`src/pkg/gbd_pkg.sv`:
```
// Constants, state carrier and bus carrier for the instrument bus decoder.
// Assumes a single 100 MHz system clock and low-true bus pins outside.
//
// Functional notes
// - A uniline command is its own bus line pulled low, read as true.
// - Bytes with attention true are interface commands, never instrument data.
// - Bytes with attention false go to the instrument parser as data.
// - Only controller drives ATN, IFC, REN; device drives service request.
// - Remote enable true moves device to remote; panel may lock by config.
// - Source marks last byte of a message with end-or-identify.
// - Interface clear puts device in talker idle and listener idle.
// - Service request held asserted from request until serviced.
// - Universal commands acted on without addressing, at byte acceptance.
// - Local lockout command sets lockout, disabling front panel controls.
// - Universal device clear returns device to power-up defaults.
// - Serial poll enable places device in serial poll mode.
// - Serial poll disable takes device out of serial poll mode.
// - Addressed commands obeyed only when already listen-addressed, GET also by config.
// - Selective device clear acts like universal clear, listener only.
// - Go-to-local returns addressed device to local, optionally unlocks.
// - Group trigger starts an action; may be accepted unaddressed.
// - Listen address is primary address ORed with hex 20.
// - Talk address is primary address ORed with hex 40.
// - Secondary command group bytes never change addressing state.
// - Unlisten drops device into listener idle.
// - Untalk drops device into talker idle.
// - Primary address is 0 to 30, from switches or panel.
// - Every bus line is low-true.
// - Bytes move by interlocked DAV, NRFD, NDAC handshake.

package gbd_pkg;

  // ---------------------------------------------------------------
  // Multiline command codes, seven bits, DIO8 ignored
  // ---------------------------------------------------------------
  localparam logic [6:0] CMD_GTL = 7'h01;
  localparam logic [6:0] CMD_SDC = 7'h04;
  localparam logic [6:0] CMD_GET = 7'h08;
  localparam logic [6:0] CMD_LLO = 7'h11;
  localparam logic [6:0] CMD_DCL = 7'h14;
  localparam logic [6:0] CMD_SPE = 7'h18;
  localparam logic [6:0] CMD_SPD = 7'h19;
  localparam logic [6:0] CMD_UNL = 7'h3F;
  localparam logic [6:0] CMD_UNT = 7'h5F;

  // ---------------------------------------------------------------
  // Address derivation and groups
  // ---------------------------------------------------------------
  localparam logic [6:0] LISTEN_OR  = 7'h20;
  localparam logic [6:0] TALK_OR    = 7'h40;
  localparam logic [6:0] SEC_BASE   = 7'h60;
  localparam logic [1:0] GRP_TALK   = 2'h2;

  // Acceptor handshake states
  typedef enum logic [0:0] {
    HS_READY = 1'b0,
    HS_DONE  = 1'b1
  } gbd_hs_e;

  // Bus lines after low-true decode, high means true
  typedef struct packed {
    logic       atn;
    logic       ifc;
    logic       ren;
    logic       eoi;
    logic       dav;
    logic [7:0] dio;
  } gbd_bus_s;

  // Whole state of the decoder
  typedef struct packed {
    gbd_hs_e    hs;
    logic       listen;
    logic       talk;
    logic       remote;
    logic       lockout;
    logic       spoll;
    logic       srq;
    logic       ren_prev;
    logic [7:0] data;
    logic       data_eoi;
    logic       data_vld;
    logic       clr;
    logic       trig;
  } gbd_state_s;

  localparam gbd_state_s ST_RESET = '0;

endpackage

```
`src/gbd_decoder.sv`:
```
// Device-side instrument bus command decoder with acceptor handshake.
// Assumes bus pins already synchronous to CLK_SYS_I; open-drain wiring
// of NRFD, NDAC and SRQ is resolved outside from the enables.
`timescale 1ns/1ps

module gbd_decoder
(
  // Clock and reset
  input  wire logic       CLK_SYS_I,
  input  wire logic       RST_I,
  // Low-true bus management and handshake inputs
  input  wire logic       ATN_N_I,
  input  wire logic       IFC_N_I,
  input  wire logic       REN_N_I,
  input  wire logic       EOI_N_I,
  input  wire logic       DAV_N_I,
  input  wire logic [7:0] DIO_N_I,
  // Open-drain acceptor lines
  input  wire logic       NRFD_N_I,
  output logic            NRFD_N_O,
  output logic            NRFD_N_OE_O,
  input  wire logic       NDAC_N_I,
  output logic            NDAC_N_O,
  output logic            NDAC_N_OE_O,
  // Open-drain service request line
  input  wire logic       SRQ_N_I,
  output logic            SRQ_N_O,
  output logic            SRQ_N_OE_O,
  // Configuration
  input  wire logic [4:0] ADDR_I,
  input  wire logic       REN_LOCKS_PANEL_I,
  input  wire logic       GTL_UNLOCK_I,
  input  wire logic       GET_ANY_I,
  // Instrument side
  input  wire logic       SERVICE_REQ_I,
  input  wire logic       LOCAL_BTN_I,
  input  wire logic       DD_READY_I,
  output logic [7:0]      DD_DATA_O,
  output logic            DD_EOI_O,
  output logic            DD_VALID_O,
  output logic            DEV_CLEAR_O,
  output logic            TRIGGER_O,
  // Interface status
  output logic            LISTEN_O,
  output logic            TALK_O,
  output logic            REMOTE_O,
  output logic            LOCKOUT_O,
  output logic            SPOLL_O,
  output logic            PANEL_LOCK_O
);

  // ---------------------------------------------------------------
  // Bus decode
  // ---------------------------------------------------------------
  gbd_pkg::gbd_bus_s   bus;
  gbd_pkg::gbd_state_s st_q;
  gbd_pkg::gbd_state_s st_d;
  logic [6:0]          code;
  logic [6:0]          my_lad;
  logic [6:0]          my_tad;
  logic                participate;
  logic                ready;
  logic                capture;
  logic                unused_rb;

  // Low level on a line means true
  always_comb
  begin
    bus.atn = ~ATN_N_I;
    bus.ifc = ~IFC_N_I;
    bus.ren = ~REN_N_I;
    bus.eoi = ~EOI_N_I;
    bus.dav = ~DAV_N_I;
    bus.dio = ~DIO_N_I;
  end

  // Own addresses from the switch value
  assign code   = bus.dio[6:0];
  assign my_lad = gbd_pkg::LISTEN_OR | {2'b00, ADDR_I};
  assign my_tad = gbd_pkg::TALK_OR | {2'b00, ADDR_I};

  // Wire read-backs are not needed; the enables fully describe us
  assign unused_rb = NRFD_N_I ^ NDAC_N_I ^ SRQ_N_I;

  // ---------------------------------------------------------------
  // Acceptor handshake
  // ---------------------------------------------------------------

  // Take part on every command byte, and on data only as a listener
  assign participate = bus.atn | st_q.listen;
  // Data bytes wait for the parser; commands are never held off
  assign ready       = bus.atn | DD_READY_I;
  assign capture     = (st_q.hs == gbd_pkg::HS_READY) & participate &
                       ready & bus.dav;

  // NRFD released in HS_READY when ready or not taking part; NDAC released once byte taken
  always_comb
  begin
    NRFD_N_O    = 1'b0;
    NDAC_N_O    = 1'b0;
    NRFD_N_OE_O = (st_q.hs == gbd_pkg::HS_DONE) |
                  (participate & ~ready);
    NDAC_N_OE_O = (st_q.hs == gbd_pkg::HS_READY) &
                  participate;
  end

  // Service request only ever driven by us, never ATN, IFC or REN
  assign SRQ_N_O    = 1'b0;
  assign SRQ_N_OE_O = st_q.srq;

  // ---------------------------------------------------------------
  // Next state
  // ---------------------------------------------------------------
  always_comb
  begin
    st_d          = st_q;
    st_d.clr      = 1'b0;
    st_d.trig     = 1'b0;
    st_d.data_vld = 1'b0;
    st_d.ren_prev = bus.ren;

    // Handshake sequencing
    case (st_q.hs)
      gbd_pkg::HS_READY:
      begin
        if (capture)
          st_d.hs = gbd_pkg::HS_DONE;
      end
      gbd_pkg::HS_DONE:
      begin
        // Source drops DAV before the next byte
        if (!bus.dav)
          st_d.hs = gbd_pkg::HS_READY;
      end
      default:
        st_d.hs = gbd_pkg::HS_READY;
    endcase

    // Command byte, acted on in the accepting cycle
    if (capture && bus.atn)
    begin
      if (code == gbd_pkg::CMD_UNL)
        st_d.listen = 1'b0;
      else if (code == gbd_pkg::CMD_UNT)
        st_d.talk = 1'b0;
      else if (code == my_lad)
      begin
        st_d.listen = 1'b1;
        if (bus.ren)
          st_d.remote = 1'b1;
      end
      else if (code == my_tad)
        st_d.talk = 1'b1;
      else if (code[6:5] == gbd_pkg::GRP_TALK)
        st_d.talk = 1'b0;    // Another talker takes the bus
      else if (code >= gbd_pkg::SEC_BASE)
        st_d.talk = st_q.talk;  // No secondary addressing
      else if (code == gbd_pkg::CMD_LLO)
        st_d.lockout = 1'b1;
      else if (code == gbd_pkg::CMD_DCL)
        st_d.clr = 1'b1;
      else if (code == gbd_pkg::CMD_SPE)
        st_d.spoll = 1'b1;
      else if (code == gbd_pkg::CMD_SPD)
        st_d.spoll = 1'b0;
      else if (code == gbd_pkg::CMD_SDC && st_q.listen)
        st_d.clr = 1'b1;
      else if (code == gbd_pkg::CMD_GTL && st_q.listen)
      begin
        st_d.remote = 1'b0;
        if (GTL_UNLOCK_I)
          st_d.lockout = 1'b0;
      end
      else if (code == gbd_pkg::CMD_GET &&
               (st_q.listen || GET_ANY_I))
        st_d.trig = 1'b1;
      else
        st_d.talk = st_q.talk;  // Unknown byte: no effect
    end

    // Data byte to the parser, end mark kept with it
    if (capture && !bus.atn)
    begin
      st_d.data     = bus.dio;
      st_d.data_eoi = bus.eoi;
      st_d.data_vld = 1'b1;
    end

    // Panel local button, refused while locked out
    if (LOCAL_BTN_I && !st_q.lockout)
      st_d.remote = 1'b0;

    // Remote follows REN assertion; release of REN clears remote and lockout
    if (bus.ren && !st_q.ren_prev)
      st_d.remote = 1'b1;
    if (!bus.ren)
    begin
      st_d.remote  = 1'b0;
      st_d.lockout = 1'b0;
    end

    // Controller reading status in a poll counts as serviced;
    // a new request in the same cycle still wins
    if (st_q.spoll && st_q.talk)
      st_d.srq = 1'b0;
    if (SERVICE_REQ_I)
      st_d.srq = 1'b1;

    // Interface clear dominates addressing
    if (bus.ifc)
    begin
      st_d.listen = 1'b0;
      st_d.talk   = 1'b0;
    end
  end

  // ---------------------------------------------------------------
  // State register
  // ---------------------------------------------------------------
  always_ff @(posedge CLK_SYS_I)
  begin
    if (RST_I)
      st_q <= gbd_pkg::ST_RESET;
    else
      st_q <= st_d;
  end

  // Outputs straight from the state flops; panel lock also uses REN_LOCKS_PANEL_I
  assign DD_DATA_O    = st_q.data;
  assign DD_EOI_O     = st_q.data_eoi;
  assign DD_VALID_O   = st_q.data_vld;
  assign DEV_CLEAR_O  = st_q.clr;
  assign TRIGGER_O    = st_q.trig;
  assign LISTEN_O     = st_q.listen;
  assign TALK_O       = st_q.talk;
  assign REMOTE_O     = st_q.remote;
  assign LOCKOUT_O    = st_q.lockout;
  assign SPOLL_O      = st_q.spoll;
  // Local button is left usable by REN-only locking
  assign PANEL_LOCK_O = st_q.lockout |
                        (st_q.remote & REN_LOCKS_PANEL_I);

  logic cmd_take;
  assign cmd_take = capture & bus.atn & ~bus.ifc;
endmodule

```
`config.mk`:
```
export PLATFORM = sky130hd
export DESIGN_NAME = gbd_decoder
export DESIGN_NICKNAME = d
export VERILOG_FILES = /design/src/pkg/gbd_pkg.sv /design/src/gbd_decoder.sv
export SDC_FILE = /design/constraint.sdc
export NUM_CORES = 1
export LEC_CHECK = 0
export BUFFER_PORTS_ARGS = -buffer_cell sky130_fd_sc_hd__buf_2
export CELL_PAD_IN_SITES_DETAIL_PLACEMENT = 1
export CELL_PAD_IN_SITES_GLOBAL_PLACEMENT = 2
export CORE_MARGIN = 10
export CORE_UTILIZATION = 22
export CTS_CLUSTER_DIAMETER = 80
export CTS_CLUSTER_SIZE = 30
export DETAILED_ROUTE_END_ITERATION = 10
export PLACE_DENSITY = 0.79
export SYNTH_ARGS = -nofsm -noshare
export SYNTH_HDL_FRONTEND = slang
export SYNTH_SLANG_ARGS = --single-unit
```
`constraint.sdc`:
```
create_clock -name CLK_SYS_I -period 2.26 [get_ports CLK_SYS_I]
set_clock_uncertainty 0.1 [all_clocks]
set_input_delay 0.678 -clock CLK_SYS_I [delete_from_list [all_inputs] [get_ports CLK_SYS_I]]
set_output_delay 0.678 -clock CLK_SYS_I [all_outputs]
set_load 0.03 [all_outputs]
```
* After elaboration in Yosys (flattened, before gate mapping)
Cells that the tools add are included.
Word-level totals: bits in registers 20, logic and storage cells 149, input port bits 29, output and inout bits 24
Operators by class: equal/unequal tests 35, reductions and logical operators 24, $lt $le $gt $ge 1, bitwise logic cells 25, multiplexer cells 51
Operator list (count):
- 4-bit 2-to-1 mux | 9
- 4-bit by 2-bit != test with 1-bit output (second input constant) | 9
- 9-bit != test (second input constant) | 4
- 7-bit by 5-bit == test with 1-bit output (second input constant) | 4
- 1-bit 2-to-1 mux | 27
- 13-bit AND reduction | 2
- 3-bit 2-to-1 mux | 6
- 2-bit 2-to-1 mux | 8
- 1-bit NOT | 15
- 14-bit OR reduction | 1
- 10-bit by 1-bit != test with 1-bit output (second input constant) | 1
- 10-bit AND reduction | 1
- 9-bit by 1-bit != test with 1-bit output (second input constant) | 1
- 9-bit by 2-bit != test with 1-bit output (second input constant) | 1
- 9-bit OR reduction | 1
- 1-bit logical AND | 8
- 4-bit != test (second input constant) | 2
- 8-bit NOT | 1
- 7-bit by 1-bit == test with 1-bit output (second input constant) | 1
- 7-bit by 3-bit == test with 1-bit output (second input constant) | 1
- 7-bit by 4-bit == test with 1-bit output (second input constant) | 1
- 7-bit by 6-bit == test with 1-bit output | 1
- 7-bit by 6-bit == test with 1-bit output (second input constant) | 1
- 7-bit == test | 1
- other kinds (17) | 29

* Depth between registers and ports, before layout
depth after elaboration 26, gate-level depth with buffers 5, mapped depth without buffers 4

* Least setup slack after synthesis
OpenSTA, ideal clock, no wires.
path kind in2reg, from input port ATN_N_I, to register st_q, in the netlist DEV_CLEAR_O, setup slack -0.094 ns, buffers on the path 1, library setup time 0.100 ns, required time 2.060 ns, stages 4, data arrival time 2.154 ns, cells stage by stage or4b_1 buf_2 or4b_4 a2111oi_4
On the way: longest elaborated chain between the ends 8, elaborated cells between the ends (all ways) 9, those cells by class 7 x bitwise; 2 x reduce/logical
Ends and longest elaborated chain:
- from (decl) | RTL line gbd_decoder.sv:12 | input wire logic ATN_N_I,
- 1-bit NOT (*) | RTL line gbd_decoder.sv:69 | bus.atn = ~ATN_N_I;
- 1-bit OR | RTL line gbd_decoder.sv:90 | assign participate = bus.atn | st_q.listen;
- 1-bit AND (2 in series) | RTL line gbd_decoder.sv:93 | assign capture = (st_q.hs == gbd_pkg::HS_READY) & participate &
- 1-bit AND | RTL line gbd_decoder.sv:94 | ready & bus.dav;
- 1-bit logical AND (*) | RTL line gbd_decoder.sv:140 | if (capture && bus.atn)
- 1-bit NOT (no line) (*)
- 9-bit OR reduction (no line) (*)
- to (signal assigned) | RTL line gbd_decoder.sv:223 | st_q <= gbd_pkg::ST_RESET;
- to (signal assigned) | RTL line gbd_decoder.sv:225 | st_q <= st_d;
- to (decl) | RTL line gbd_decoder.sv:56 | gbd_pkg::gbd_state_s st_q;
Mark *: on every way between the ends. The rest lies on a longest branch, timed or not. A chain may end at the register's enable or synchronous reset.

* Worst setup path after layout
from input port ATN_N_I, to output port NRFD_N_OE_O
On the way: longest elaborated chain between the ends 5, elaborated cells between the ends (all ways) 6, those cells by class 6 x bitwise
Ends and longest elaborated chain:
- 1-bit NOT (*) | RTL line gbd_decoder.sv:69
- 1-bit OR | RTL line gbd_decoder.sv:92 | assign ready = bus.atn | DD_READY_I;
- 1-bit NOT | RTL line gbd_decoder.sv:102 | (participate & ~ready);
- 1-bit AND (*) | RTL line gbd_decoder.sv:102
- 1-bit OR (*) | RTL line gbd_decoder.sv:101 | NRFD_N_OE_O = (st_q.hs == gbd_pkg::HS_DONE) |
- to (decl) | RTL line gbd_decoder.sv:21 | output logic NRFD_N_OE_O,
Marks and branches as above.

==> impl_metrics.env <==
export IMPL_dr_total_vias=1008
export IMPL_ios=53
export IMPL_p_leak_nw=0.606
export IMPL_layout_drive_gt1_share_pct=40.0
export IMPL_cp_data_required_time_ps=1480
export IMPL_cp_start_kind="input pin"
export IMPL_path_cells="buf_2 > buf_4 > nand2_1 > o21ai_0 > buf_2"
export IMPL_fp_dieW_um=89.2
export IMPL_cts_path_max_buffers=2
export IMPL_crit_buf_inv=3
export IMPL_gr_total_overflow=0
export IMPL_grt_max_degree=20
export IMPL_core_sq_um=4690
export IMPL_clk_pin_slew_ps=70
export IMPL_fillers=568
export IMPL_die_area_sq_um=7960
export IMPL_cts_setup_buffers=0
export IMPL_multi_input_area_sq_um=556
export IMPL_crit_fanout=6
export IMPL_drt_total_wl_um=3450
export IMPL_ys_top_cells_by_area="dfxtp_1 38%, a211oi_1 7.8%, buf_4 7.8%"
export IMPL_port_buffers=46
export IMPL_async_reset_ff_share_pct=0
export IMPL_synth_top_area_share_pct=38.0
export IMPL_setup_viol=0
export IMPL_place_congestion=0.754
export IMPL_r2r_worst_path_cells=3
export IMPL_min_to="REMOTE_O"
export IMPL_fin_crit_ps=2080
export IMPL_yosysWarnings=0
export IMPL_synth_edf_count=0
export IMPL_design_area_sq_um=1400
export IMPL_synth_area_sq_um=1050
export IMPL_min_path_type="flop to flop"
export IMPL_antennaDiodeCount=0
export IMPL_avgSynthCellArea_sq_um=8.78
export IMPL_top_layer="met4"
export IMPL_cts_resized=0
export IMPL_synth_most_common_cell="dfxtp_1"
export IMPL_grt_setup_unrepaired="no"
export IMPL_drt_initial_drc_count=40
export IMPL_drcViolationCount=0
export IMPL_vdd_ir_drop_max_v=0.000180
export IMPL_clock_latency_ps=260
export IMPL_status="finished, final reports clean"
export IMPL_cp_slowest_cell="buf_2"
export IMPL_clkSinkCount=20
export IMPL_postCtsHoldBufs=0
export IMPL_tritoncts="done"
export IMPL_min_delay_start="st_q[12]"
export IMPL_grt_pass1_vias=1060
export IMPL_worst_ep_arrival_time_ps=1300
export IMPL_ys_seq_area_share_pct=38.0
export IMPL_slowest_delay_ps=220
export IMPL_maxSlewViolCount=0
export IMPL_ys_flop_type="dfxtp_1"
export IMPL_netlist_instances=120
export IMPL_p_total_mw=0.789
export IMPL_cts_buffers=3
export IMPL_grt_use_total_pct=8.64
export IMPL_hold_depth=1
export IMPL_seq_area_sq_um=400
export IMPL_cap_violations=0
export IMPL_cpLargestDelayFamily="buffers and inverters"
export IMPL_start_util_pct=22.5
export IMPL_max_freq_mhz=481
export IMPL_fin_nets=195
export IMPL_yosysTopAreaCell="dfxtp_1"
export IMPL_wl_met2_um=1530
export IMPL_row_count=25
export IMPL_critPathMostFrequentCell="buf_2"
export IMPL_drt_wirelength_per_cell_um=15.7
export IMPL_r2r_end="DEV_CLEAR_O"
export IMPL_hpwlAfterDp_um=2740
export IMPL_path_class="input pin to output pin"
export IMPL_synth_common_cells="20 x dfxtp_1, 15 x nor2_1, 11 x a211oi_1, 11 x buf_4, 8 x nand2_1"
export IMPL_die_y_um=89.2
export IMPL_synth_cell_types=37
export IMPL_viasPerCell=4.60
export IMPL_power_per_cell_area_nw_per_um2=566
export IMPL_rr_startpoint="st_q[19]"
export IMPL_dr_wl_met3_um=333
export IMPL_grt_pass1_wl_um=5430
export IMPL_first_pass_iters=4
export IMPL_ys_ff_latch=20
export IMPL_drtAntennaViolNets=0
export IMPL_reg2reg_setup_slack_ps=340
export IMPL_antenna_found_initial=0
export IMPL_hold_violations=0
export IMPL_syn_to_final_growth_pct=32.4
export IMPL_place_area_sq_um=1340
export IMPL_ctsHtreeMaxLevel=1
export IMPL_setup_worst_path_end_class="output pin"
export IMPL_timing_final_crit_share_pct=92.1
export IMPL_clock_root_buffer="clkbuf_8"
export IMPL_drt_met1_wl_um=1550
==> power by group <==
| group | leakage, nW | total (mW) | internal, mW | switching [mW] |
|---|---|---|---|---|
| logic | 0.415 | 0.145 | 0.0543 | 0.0904 |
| registers | 0.163 | 0.368 | 0.362 | 0.00572 |
| clock network | 0.0288 | 0.277 | 0.155 | 0.122 |
==> metrics by stage <==
| stage | worst slack [ps] | std cells | util [%] | TNS (ps) | hold WS (ps) |
|---|---|---|---|---|---|
| 6_report | 179 | 219 | 29.7 | 0 | 329 |
| 5_1_grt | 110 | 219 | 29.7 | 0 | 352 |
| 4_1_cts | 160 | 219 | 29.7 | 0 | 338 |
| 3_5_place_dp | -77.3 | 215 | 28.6 | -179 | 330 |
| 3_3_place_gp | -73.8 | 215 | 28.6 | -94.3 | 308 |
| 2_1_floorplan | -13.6 | 122 | - | -13.6 | 296 |
==> worst max path at each step <==
| stage | start | endpoint | slack, ps | cells past startpoint |
|---|---|---|---|---|
| after floorplan | ATN_N_I | DEV_CLEAR_O | -10 | 4 |
| after global routing | ATN_N_I | NRFD_N_OE_O | 110 | 5 |
| after global placement | ATN_N_I | DEV_CLEAR_O | -70 | 4 |
| final | ATN_N_I | NRFD_N_OE_O | 180 | 5 |
| after detailed placement | ATN_N_I | DEV_CLEAR_O | -80 | 4 |
| after CTS | ATN_N_I | NRFD_N_OE_O | 160 | 5 |
==> logic make-up (layout without fill, tap and decap cells) <==
logic type	count (synthesis)	count (layout)	share of synthesized area [%]
AND/OR/NAND/NOR	39	39	19.1
other	1	3	0.356
AO/OA/AOI/OAI	33	33	25.9
buffers and inverters	21	64	11.5
flip-flops	20	20	38.0
XOR/XNOR	5	5	4.16
multiplexers	1	1	0.950
==> cells in the final DEF (no fill, tap or decap), types with 2 or more instances in the layout <==
| cell type | n |
|---|---|
| clkbuf_8 | 4 |
| conb_1 | 3 |
| a21oi_1 | 4 |
| buf_2 | 46 |
| a21o_1 | 2 |
| nand2b_1 | 3 |
| o21ai_0 | 3 |
| a311oi_1 | 2 |
| a211oi_1 | 11 |
| dfxtp_1 | 20 |
| or4b_4 | 2 |
| nor3_1 | 2 |
| nand2_1 | 8 |
| nor2_1 | 15 |
| inv_1 | 5 |
| xnor2_1 | 5 |
| buf_4 | 9 |
| a2111oi_4 | 2 |
| o2111ai_1 | 2 |
| a41oi_1 | 2 |
==> final cells by class <==
type                    instances  share of cell area, %
clock buffers                   4                   3.95
well taps                      54                   4.84
flip-flops and latches         20                   28.7
inverters                       5                   1.35
multi-input cells              81                   39.8
repair buffers                 55                   21.3
==> per-layer routing <==
metal / vias to the layer above / global-route usage [%]
met2: 34 / 13.8
met5: - / 0
met1: 457 / 10.7
li1: 512 / -
met3: 5 / 3.19
met4: 0 / 2.17
==> registers in the layout, indices dropped and copies added (netlist names) <==
register     cells
st_q             2
REMOTE_O         1
DD_DATA_O        8
TRIGGER_O        1
LISTEN_O         1
DD_EOI_O         1
SRQ_N_OE_O       1
DEV_CLEAR_O      1
TALK_O           1
DD_VALID_O       1
SPOLL_O          1
LOCKOUT_O        1
No activity file was read; power rests on OpenSTA's default activity.
